===== src/verilog/fsdp_pkg.sv =====
// Purpose: shared constants for the four stage dsp pipeline control
// Assumes: 16-bit instruction and data words, eight aux registers
// Notes:   instruction field layout below is the control-word encoding seen by this block

package fsdp_pkg;

   // ----------------------------------------------------------------
   // widths and reset values
   // ----------------------------------------------------------------
   localparam int FSDP_DW   = 16;
   localparam int FSDP_AW   = 16;
   localparam int FSDP_NAR  = 8;
   localparam int FSDP_ARPW = 3;

   localparam logic [FSDP_AW-1:0]   FSDP_PC_RESET  = 16'h0000;
   localparam logic [FSDP_AW-1:0]   FSDP_AR_RESET  = 16'h0000;
   localparam logic [FSDP_ARPW-1:0] FSDP_ARP_RESET = 3'h0;

   // ----------------------------------------------------------------
   // instruction control fields
   // ----------------------------------------------------------------
   localparam int FSDP_F_INDIRECT  = 15;
   localparam int FSDP_F_OPERAND   = 14;
   localparam int FSDP_F_TWOWORD   = 13;
   localparam int FSDP_F_ARMOD_HI  = 12;
   localparam int FSDP_F_ARMOD_LO  = 11;
   localparam int FSDP_F_NEWARP_V  = 10;
   localparam int FSDP_F_NEWARP_HI = 9;
   localparam int FSDP_F_NEWARP_LO = 7;
   localparam int FSDP_F_FLOW_HI   = 6;
   localparam int FSDP_F_FLOW_LO   = 4;
   localparam int FSDP_F_STMAPPED  = 3;
   localparam int FSDP_F_STMPY     = 2;
   localparam int FSDP_F_WRMEM     = 1;

   localparam logic [1:0] FSDP_ARMOD_NONE = 2'h0;
   localparam logic [1:0] FSDP_ARMOD_INC  = 2'h1;
   localparam logic [1:0] FSDP_ARMOD_DEC  = 2'h2;

   localparam logic [2:0] FSDP_FLOW_NONE   = 3'h0;
   localparam logic [2:0] FSDP_FLOW_BRANCH = 3'h1;
   localparam logic [2:0] FSDP_FLOW_CALL   = 3'h2;
   localparam logic [2:0] FSDP_FLOW_RETURN = 3'h3;
   localparam logic [2:0] FSDP_FLOW_COND   = 3'h4;

   // call return point skips opcode and target words
   localparam logic [FSDP_AW-1:0] FSDP_CALL_LEN = 16'h0002;
   localparam logic [FSDP_AW-1:0] FSDP_PC_STEP  = 16'h0001;

   // ----------------------------------------------------------------
   // fetch tracking
   // ----------------------------------------------------------------
   typedef enum logic [1:0]
   {
      FSDP_FETCH_OPCODE = 2'b01,
      FSDP_FETCH_SECOND = 2'b10
   } fsdp_fetch_t;

endpackage

===== src/verilog/fsdp_aux_unit.sv =====
// Purpose: aux register file, pointer and arithmetic update
// Assumes: update strobe comes from the decode phase only
// Notes:   curAr shows the pointed register before this cycle's update

`timescale 1ns/100ps

module fsdp_aux_unit
   import fsdp_pkg::*;
#(
   parameter int NUM_AR = FSDP_NAR,
   parameter int AW     = FSDP_AW
)
(
   input  wire logic                 clock,
   input  wire logic                 rstn,
   input  wire logic                 update,
   input  wire logic [1:0]           arMod,
   input  wire logic                 newArpValid,
   input  wire logic [FSDP_ARPW-1:0] newArp,
   output logic      [AW-1:0]        curAr,
   output logic      [FSDP_ARPW-1:0] curArp
);

   typedef struct packed
   {
      logic [NUM_AR-1:0][AW-1:0] ar;
      logic [FSDP_ARPW-1:0]      aux_reg_pointer;
   } fsdp_aux_t;

   fsdp_aux_t aux_reg;
   fsdp_aux_t aux_next;

   // ----------------------------------------------------------------
   // update
   // ----------------------------------------------------------------
   always_comb
   begin
      aux_next = aux_reg;
      if (update)
      begin
         case (arMod)
            FSDP_ARMOD_INC:  aux_next.ar[aux_reg.aux_reg_pointer] = aux_reg.ar[aux_reg.aux_reg_pointer] + AW'(1);
            FSDP_ARMOD_DEC:  aux_next.ar[aux_reg.aux_reg_pointer] = aux_reg.ar[aux_reg.aux_reg_pointer] - AW'(1);
            default:         aux_next.ar[aux_reg.aux_reg_pointer] = aux_reg.ar[aux_reg.aux_reg_pointer];
         endcase
         if (newArpValid)
         begin
            aux_next.aux_reg_pointer = newArp;
         end
      end
   end

   always_ff @(posedge clock or negedge rstn)
   begin
      if (!rstn)
      begin
         aux_reg     <= '0;
         aux_reg.aux_reg_pointer <= FSDP_ARP_RESET;
      end
      else
      begin
         aux_reg <= aux_next;
      end
   end

   // pre-update value, so the read phase sees the old pointer
   assign curAr  = aux_reg.ar[aux_reg.aux_reg_pointer];
   assign curArp = aux_reg.aux_reg_pointer;

endmodule


===== src/verilog/fsdp_pipeline_ctrl.sv =====
// Purpose: fetch, decode, read, execute control of the dsp core pipeline
// Assumes: memories answer in the cycle a request stands, ready low adds waits
// Notes:   no hazard protection; software orders code around conflicts
//
// Contract
// - fetch reads word and advances pc
// - decode makes address and aux update
// - read phase reads memory only when needed
// - indirect read uses pointer before decode update
// - execute operates and writes earlier result
// - four phases overlap, one completion per cycle
// - no priority or interlock on conflicts
// - pipeline effects left visible to software
// - second word becomes a decode dummy
// - dummy slot flows on as no-op
// - mapped store: no address, no aux update
// - no operand: read port stays free
// - new pointer applied in decode phase
// - multiplier operand loaded in execute phase
// - branch, call, return cost four cycles
// - taken conditional branch costs four cycles
// - taken branch loads target, dummies decode
// - untaken branch continues as two-word

`timescale 1ns/100ps

module fsdp_pipeline_ctrl
   import fsdp_pkg::*;
#(
   parameter int AW = FSDP_AW,
   parameter int DW = FSDP_DW
)
(
   // ----------------------------------------------------------------
   // clock and reset
   // ----------------------------------------------------------------
   input  wire logic          clock,
   input  wire logic          rstn,
   // ----------------------------------------------------------------
   // program memory port
   // ----------------------------------------------------------------
   output logic      [AW-1:0] progAddr,
   output logic               progRead,
   input  wire logic [DW-1:0] progData,
   input  wire logic          progReady,
   // ----------------------------------------------------------------
   // data read port
   // ----------------------------------------------------------------
   output logic      [AW-1:0] dataRdAddr,
   output logic               dataRdEn,
   input  wire logic [DW-1:0] dataRdata,
   input  wire logic          dataRdReady,
   // ----------------------------------------------------------------
   // data write port
   // ----------------------------------------------------------------
   output logic      [AW-1:0] dataWrAddr,
   output logic               dataWrEn,
   output logic      [DW-1:0] dataWrData,
   input  wire logic          dataWrReady,
   // ----------------------------------------------------------------
   // datapath inputs
   // ----------------------------------------------------------------
   input  wire logic [DW-1:0] storeData,
   input  wire logic          condTrue,
   input  wire logic [AW-1:0] stackTop,
   // ----------------------------------------------------------------
   // execute phase view
   // ----------------------------------------------------------------
   output logic               execValid,
   output logic      [DW-1:0] execWord,
   output logic      [DW-1:0] execOperand,
   output logic      [DW-1:0] execImm,
   output logic      [AW-1:0] execPc,
   output logic               mpyOperandLoad,
   // ----------------------------------------------------------------
   // flow change strobes
   // ----------------------------------------------------------------
   output logic               callPush,
   output logic      [AW-1:0] callReturnAddr,
   output logic               retPop,
   output logic               pipeFlush
);

   // ----------------------------------------------------------------
   // decode helpers
   // ----------------------------------------------------------------
   function automatic logic [2:0] flowOf(input logic [DW-1:0] word);
      flowOf = word[FSDP_F_FLOW_HI:FSDP_F_FLOW_LO];
   endfunction

   function automatic logic isTwoWord(input logic [DW-1:0] word);
      isTwoWord = word[FSDP_F_TWOWORD];
   endfunction

   function automatic logic isMappedStore(input logic [DW-1:0] word);
      isMappedStore = word[FSDP_F_STMAPPED];
   endfunction

   // only indirect operands reach memory; mapped stores never read
   function automatic logic readsOperand(input logic [DW-1:0] word);
      readsOperand = word[FSDP_F_OPERAND] & word[FSDP_F_INDIRECT] & ~word[FSDP_F_STMAPPED];
   endfunction

   function automatic logic writesMemory(input logic [DW-1:0] word);
      writesMemory = word[FSDP_F_WRMEM];
   endfunction

   function automatic logic loadsMpyOperand(input logic [DW-1:0] word);
      loadsMpyOperand = word[FSDP_F_STMPY];
   endfunction

   function automatic logic isReturn(input logic [2:0] flow);
      isReturn = (flow == FSDP_FLOW_RETURN);
   endfunction

   function automatic logic isUncondFlow(input logic [2:0] flow);
      isUncondFlow = (flow == FSDP_FLOW_BRANCH) | (flow == FSDP_FLOW_CALL) | isReturn(flow);
   endfunction

   function automatic logic flowTaken(input logic [2:0] flow,
                                      input logic       cond);
      flowTaken = isUncondFlow(flow) | ((flow == FSDP_FLOW_COND) & cond);
   endfunction

   // return takes the stack top, every other flow the second word
   function automatic logic [AW-1:0] flowTarget(input logic [2:0]    flow,
                                                input logic [AW-1:0] imm,
                                                input logic [AW-1:0] top);
      flowTarget = isReturn(flow) ? top : imm;
   endfunction

   // ----------------------------------------------------------------
   // state
   // ----------------------------------------------------------------
   typedef struct packed
   {
      // fetch side
      logic [AW-1:0] pc;
      fsdp_fetch_t   fetchMode;
      logic          progRead;
      // decode slot
      logic          dValid;
      logic          dSecond;
      logic [DW-1:0] dWord;
      logic [AW-1:0] dPc;
      // read slot
      logic          rValid;
      logic [DW-1:0] rWord;
      logic [AW-1:0] rPc;
      logic [AW-1:0] rAddr;
      logic          rdEn;
      // execute slot
      logic          eValid;
      logic [DW-1:0] eWord;
      logic [DW-1:0] eOperand;
      logic [DW-1:0] eImm;
      logic [AW-1:0] ePc;
      logic          mpyLoad;
      // write port
      logic          wrEn;
      logic [AW-1:0] wrAddr;
      logic [DW-1:0] wrData;
      // flow strobes
      logic          flushPulse;
      logic          callPush;
      logic [AW-1:0] retAddr;
      logic          retPop;
   } fsdp_state_t;

   fsdp_state_t st_reg;
   fsdp_state_t st_next;

   // ----------------------------------------------------------------
   // resolved every cycle
   // ----------------------------------------------------------------
   logic          stall;
   logic          dLive;
   logic          taken;
   logic          arUpdate;
   logic [2:0]    eFlow;
   logic [AW-1:0] curAr;

   // ----------------------------------------------------------------
   // aux register unit
   // ----------------------------------------------------------------
   fsdp_aux_unit #(
      .NUM_AR (FSDP_NAR),
      .AW     (AW)
   ) u_aux (
      .clock       (clock),
      .rstn        (rstn),
      .update      (arUpdate),
      .arMod       (st_reg.dWord[FSDP_F_ARMOD_HI:FSDP_F_ARMOD_LO]),
      .newArpValid (st_reg.dWord[FSDP_F_NEWARP_V]),
      .newArp      (st_reg.dWord[FSDP_F_NEWARP_HI:FSDP_F_NEWARP_LO]),
      .curAr       (curAr),
      .curArp      ()
   );

   // ----------------------------------------------------------------
   // next state
   // ----------------------------------------------------------------
   always_comb
   begin
      st_next            = st_reg;
      st_next.flushPulse = 1'b0;
      st_next.callPush   = 1'b0;
      st_next.retPop     = 1'b0;

      // ----------------------------------------------------------------
      // stall and flow resolve
      // ----------------------------------------------------------------
      // any outstanding wait freezes every phase together
      stall = (st_reg.progRead & ~progReady)
            | (st_reg.rdEn & ~dataRdReady)
            | (st_reg.wrEn & ~dataWrReady);

      eFlow = flowOf(st_reg.eWord);
      // condition result only counts for the conditional flow code
      taken = st_reg.eValid & flowTaken(eFlow, condTrue);

      // second word is only a dummy in decode
      dLive    = st_reg.dValid & ~st_reg.dSecond;
      // decode is dummied in the cycle a branch resolves taken
      arUpdate = ~stall & dLive & ~taken & ~isMappedStore(st_reg.dWord);

      if (!stall)
      begin
         // ----------------------------------------------------------------
         // fetch phase
         // ----------------------------------------------------------------
         st_next.progRead = 1'b1;
         st_next.dValid   = st_reg.progRead;
         st_next.dWord    = progData;
         st_next.dPc      = st_reg.pc;
         st_next.dSecond  = (st_reg.fetchMode == FSDP_FETCH_SECOND);
         if (st_reg.progRead && st_reg.fetchMode == FSDP_FETCH_OPCODE && isTwoWord(progData))
         begin
            st_next.fetchMode = FSDP_FETCH_SECOND;
         end
         else
         begin
            st_next.fetchMode = FSDP_FETCH_OPCODE;
         end
         if (st_reg.progRead)
         begin
            st_next.pc = st_reg.pc + FSDP_PC_STEP;
         end

         // ----------------------------------------------------------------
         // decode phase
         // ----------------------------------------------------------------
         // every phase moves each unstalled cycle, no interlock
         st_next.rValid = dLive;
         st_next.rWord  = st_reg.dWord;
         st_next.rPc    = st_reg.dPc;
         st_next.rAddr  = isMappedStore(st_reg.dWord) ? '0 : curAr;
         st_next.rdEn   = dLive & readsOperand(st_reg.dWord);

         // ----------------------------------------------------------------
         // read phase into execute
         // ----------------------------------------------------------------
         // the dummy slot supplies the second word
         st_next.eValid   = st_reg.rValid;
         st_next.eWord    = st_reg.rWord;
         st_next.ePc      = st_reg.rPc;
         st_next.eOperand = st_reg.rdEn ? dataRdata : '0;
         st_next.eImm     = (st_reg.dValid && st_reg.dSecond) ? st_reg.dWord : '0;
         st_next.mpyLoad  = st_reg.rValid & loadsMpyOperand(st_reg.rWord);
         // write port shares no arbitration with the read port
         st_next.wrEn     = st_reg.rValid & writesMemory(st_reg.rWord);
         st_next.wrAddr   = st_reg.rAddr;
         st_next.wrData   = storeData;

         // ----------------------------------------------------------------
         // execute phase flow change
         // ----------------------------------------------------------------
         // later slots become dummies
         if (taken)
         begin
            st_next.pc         = flowTarget(eFlow, st_reg.eImm, stackTop);
            st_next.fetchMode  = FSDP_FETCH_OPCODE;
            st_next.dValid     = 1'b0;
            st_next.rValid     = 1'b0;
            st_next.rdEn       = 1'b0;
            st_next.eValid     = 1'b0;
            st_next.mpyLoad    = 1'b0;
            st_next.wrEn       = 1'b0;
            st_next.flushPulse = 1'b1;
            st_next.callPush   = (eFlow == FSDP_FLOW_CALL);
            st_next.retAddr    = st_reg.ePc + FSDP_CALL_LEN;
            st_next.retPop     = isReturn(eFlow);
         end
      end
   end

   always_ff @(posedge clock or negedge rstn)
   begin
      if (!rstn)
      begin
         st_reg           <= '0;
         st_reg.pc        <= FSDP_PC_RESET;
         st_reg.fetchMode <= FSDP_FETCH_OPCODE;
      end
      else
      begin
         st_reg <= st_next;
      end
   end

   // ----------------------------------------------------------------
   // outputs
   // ----------------------------------------------------------------
   // aux, mapped and config hazards are visible by design
   // ----------------------------------------------------------------
   // program port
   // ----------------------------------------------------------------
   assign progAddr       = st_reg.pc;
   assign progRead       = st_reg.progRead;

   // ----------------------------------------------------------------
   // data ports
   // ----------------------------------------------------------------
   assign dataRdAddr     = st_reg.rAddr;
   assign dataRdEn       = st_reg.rdEn;
   assign dataWrAddr     = st_reg.wrAddr;
   assign dataWrEn       = st_reg.wrEn;
   assign dataWrData     = st_reg.wrData;

   // ----------------------------------------------------------------
   // execute view
   // ----------------------------------------------------------------
   assign execValid      = st_reg.eValid;
   assign execWord       = st_reg.eWord;
   assign execOperand    = st_reg.eOperand;
   assign execImm        = st_reg.eImm;
   assign execPc         = st_reg.ePc;
   assign mpyOperandLoad = st_reg.mpyLoad;

   // ----------------------------------------------------------------
   // flow strobes
   // ----------------------------------------------------------------
   assign callPush       = st_reg.callPush;
   assign callReturnAddr = st_reg.retAddr;
   assign retPop         = st_reg.retPop;
   assign pipeFlush      = st_reg.flushPulse;

endmodule


===== config.mk =====
export PLATFORM = sky130hd
export DESIGN_NAME = fsdp_pipeline_ctrl
export DESIGN_NICKNAME = d
export VERILOG_FILES = /design/src/verilog/fsdp_pkg.sv /design/src/verilog/fsdp_aux_unit.sv /design/src/verilog/fsdp_pipeline_ctrl.sv
export SDC_FILE = /design/constraint.sdc
export NUM_CORES = 1
export LEC_CHECK = 0
export ABC_AREA = 1
export CAP_MARGIN = 40
export CORE_ASPECT_RATIO = 1.25
export CORE_MARGIN = 8
export CORE_UTILIZATION = 45
export CTS_CLUSTER_SIZE = 25
export DETAILED_ROUTE_END_ITERATION = 8
export DONT_BUFFER_PORTS = 1
export GPL_TIMING_DRIVEN = 0
export SYNTH_ARGS = -nofsm -noshare
export SYNTH_HDL_FRONTEND = slang
export SYNTH_SLANG_ARGS = --single-unit

===== constraint.sdc =====
create_clock -name clock -period 4.7 [get_ports clock]
set_clock_uncertainty 0.15 [all_clocks]
set_input_delay 0.94 -clock clock [delete_from_list [all_inputs] [get_ports clock]]
set_output_delay 0.94 -clock clock [all_outputs]
set_load 0.03 [all_outputs]

==> results.cfg <==
[clock_network]
cts_buffers = 41
cts_sinks = 352
clock_path_buffers = 3
clk_latency_ns = 0.59
cts_tree = done
cts.clk_slew.worst_paths_ns = 0.06
clockRootBuffer = clkbuf_16
htreeDepth = 2
post_cts_buffers = 0

[grt]
grt_max_degree = 353
antenna_found_initial = 4
grt_pass1_wl_um = 130000
overflow = 0
grt_pass1_vias = 20791
grt_usage_pct = 31.3

[synthesis]
synth.most_common_cell = nand2_1
postSynthAreaPerCell_um2 = 7.02
synth_area_leader_cell = dfrtp_1
ys_types = 53
ys_warn_count = 0
ys_ff_latch = 352
synthArstFlopShare_pct = 100
synthFlopType = dfrtp_1
synthTopCellsByCount = nand2_1 (1107), dfrtp_1 (351), inv_1 (283)
ys_top_cells_by_area = dfrtp_1 (41%), nand2_1 (19%), o21ai_0 (6.3%)
syn_inst = 3087
synth_edf_count = 0
synthesis.nets = 3163
yosysSeqAreaShare_pct = 40.7
synth.cell_area_um2 = 21700
yosysTopAreaCellShare_pct = 40.5

[power_and_ir_drop]
p_int_w = 0.00931
pwr-share-clk_pct = 17.6
p_sw_w = 0.0104
p_seq_share_pct = 25.8
ir_drop_uv = 357
p_comb_share_pct = 56.7
leakagePower_nw = 12.1
p_per_area_nw_per_um2 = 823
p_sw_share_pct = 52.8

[placement]
gp_congestion = 1.08
io_buffer_count = 0
dpl_cell_area_um2 = 22500
post-place-ws_ns = 0.595
dp_cells = 3736
dpl.hpwl_um = 65900

[finish]
multi_input_area_um2 = 9930
regArea_um2 = 8810
fillCellCount = 4933
stdcell_count = 3812
layout-drive-gt1-share_pct = 10.5
postLayoutCellArea_um2 = 24000
area_growth_pct = 10.7
nets = 3212
final_util_pct = 50.0

[critical_path]
r2r_cells = 19
crit_type = reg2reg
startpoint = u_aux.curArp[2]
max_stage_delay_ns = 0.44
path_depth = 19
cpMaxStageDelayCell = nand2_1
r2r_start = u_aux.curArp[2]
startpoint_type = register
critPathBufInv = 4
crit_family = simple AND/OR/NAND/NOR gates
required_ns = 5.02
end_kind = register
reg2reg_slack_ns = 0.41
worstPathMaxFanout = 10
worstPathCellList = buf_4 > nor2_1 > nand3_1 > nand2_1 > inv_1 > nand2_1 > clkbuf_1 > ha_1 > inv_1 > nor2_2 > nand3_1 > nor2_4 > nand3_1 > nand2_1 > nand2_1 > nand2_1 > nand2_1 > nand2_1 > a21boi_1
crit_arrival_ns = 4.60
crit_path_frequent_cell = nand2_1

[run]
max_cap_violations = 0

[route]
drtPass1Iterations = 9
drtIter0Drc = 2366
drc = 4
wirelength_um = 88600
routedWlPerCell_um = 23.2
routed_via_density = 5.66
num_vias = 21569
ant_nets = 0

[timing]
hold_viol = 175
holdWs_ns = -0.0893
setup_tns_ns = 0
worst_pin_slew_ns = 0.974
fmax_mhz = 233
slew_viol_final = 0
fin_crit_sh_pct = 91.2
setup_ws_ns = 0.413
final-setup-viol-count = 0
max_slew_margin_pct = 35.0
post-route-min-period_ns = 4.29
rsz0062_at_grt = no

[floorplan]
initial_core_util_pct = 45.2
die_y_um = 261
die_area_um2 = 55500
core_area_um2 = 48000
fp.dieW_um = 212
pin_count = 222
num_rows = 90

[worst_hold_path]
min_path_type = in2async

[status]
outcome = finished, violations left
violations = DRC, hold timing
layout make-up:
class                           count  share of cell area (%)
Clock buffer                       61                    5.26
Inverter                          297                    4.66
Antenna cell                        1                  0.0104
Multi-Input combinational cell   2125                    41.4
Clock inverter                     13                   0.798
Tap cell                          644                    3.36
Timing Repair Buffer                6                   0.250
Sequential cell                   352                    36.7
Buffer                            313                    7.55
worst max path at each step:
stage	end	slack, ns
final	register	0.41
after detailed placement	register	0.60
after floorplan	register	1.80
after CTS	register	0.53
after global routing	register	0.17
after global placement	register	0.59
metal layers:
| layer | up-vias | track usage [%] | share of wire [%] | wire (µm) |
|---|---|---|---|---|
| li1 | 9882 | - | - | - |
| met1 | 10239 | 36.0 | 37 | 32700 |
| met2 | 1088 | 52.8 | 48 | 42100 |
| met3 | 356 | 5.61 | 7.7 | 6840 |
| met4 | 4 | 21.2 | 7.7 | 6860 |
| met5 | - | 0 | 0.033 | 29 |
through the flow:
stage | hold WS, ns | total power [W]
after global placement | 0.305 | 0.0158
final | -0.0893 | 0.0197
after floorplan | 0.292 | 0.0124
after CTS | -0.107 | 0.0195
after detailed placement | 0.314 | 0.0160
after global routing | -0.105 | 0.0208
power by group through the flow:
stage / logic (W) / registers [W] / clock network (W)
after CTS: 0.0109 / 0.00506 / 0.00351
after global routing: 0.0120 / 0.00521 / 0.00361
after detailed placement: 0.0109 / 0.00510 / 0
after floorplan: 0.00758 / 0.00483 / 0
final: 0.0112 / 0.00508 / 0.00347
after global placement: 0.0107 / 0.00507 / 0
layout by cell type (no fill, tap or decap), drive strengths merged:
cell	Yosys	layout
bufinv	0	4
nor2	123	123
dfrtp	351	351
clkinv	3	11
nor3	11	11
a22oi	16	16
a32oi	1	1
inv	294	295
dfstp	1	1
o211ai	17	17
o22ai	25	25
diode	0	1
a211oi	2	2
ha	6	6
mux2i	1	1
a31oi	48	48
o21a	15	15
a21boi	50	50
a22o	2	2
a21oi	204	204
or2	20	20
mux2	4	4
o32ai	9	9
xor2	17	17
nor4	3	3
nand3	123	123
a2bb2oi	1	1
o21ai	281	281
o31ai	9	9
xnor2	1	1
nand2	1119	1119
nand3b	1	1
nand4	9	9
clkbuf	119	180
o22a	7	7
buf	194	200
what timing repair did:
item,4_1_cts,5_1_grt
resized for setup,0,0
hold endpoints to repair,351,348
endpoints found under the setup margin,0,0
logic make-up (layout without fill, tap and decap cells):
| kind of cell | after synthesis | count (layout) | share of synthesized area [%] |
|---|---|---|---|
| xor gates and xnor gates | 18 | 18 | 0.762 |
| DFF | 352 | 352 | 40.7 |
| muxes | 5 | 5 | 0.254 |
| AOI/OAI and AO/OA | 687 | 687 | 18.0 |
| adders and majority gates | 6 | 6 | 0.346 |
| other | 0 | 1 | 0 |
| buffers and inverters | 610 | 690 | 13.5 |
| and+or+nand+nor | 1409 | 1409 | 26.5 |
Power figures use the tool's default switching activity.
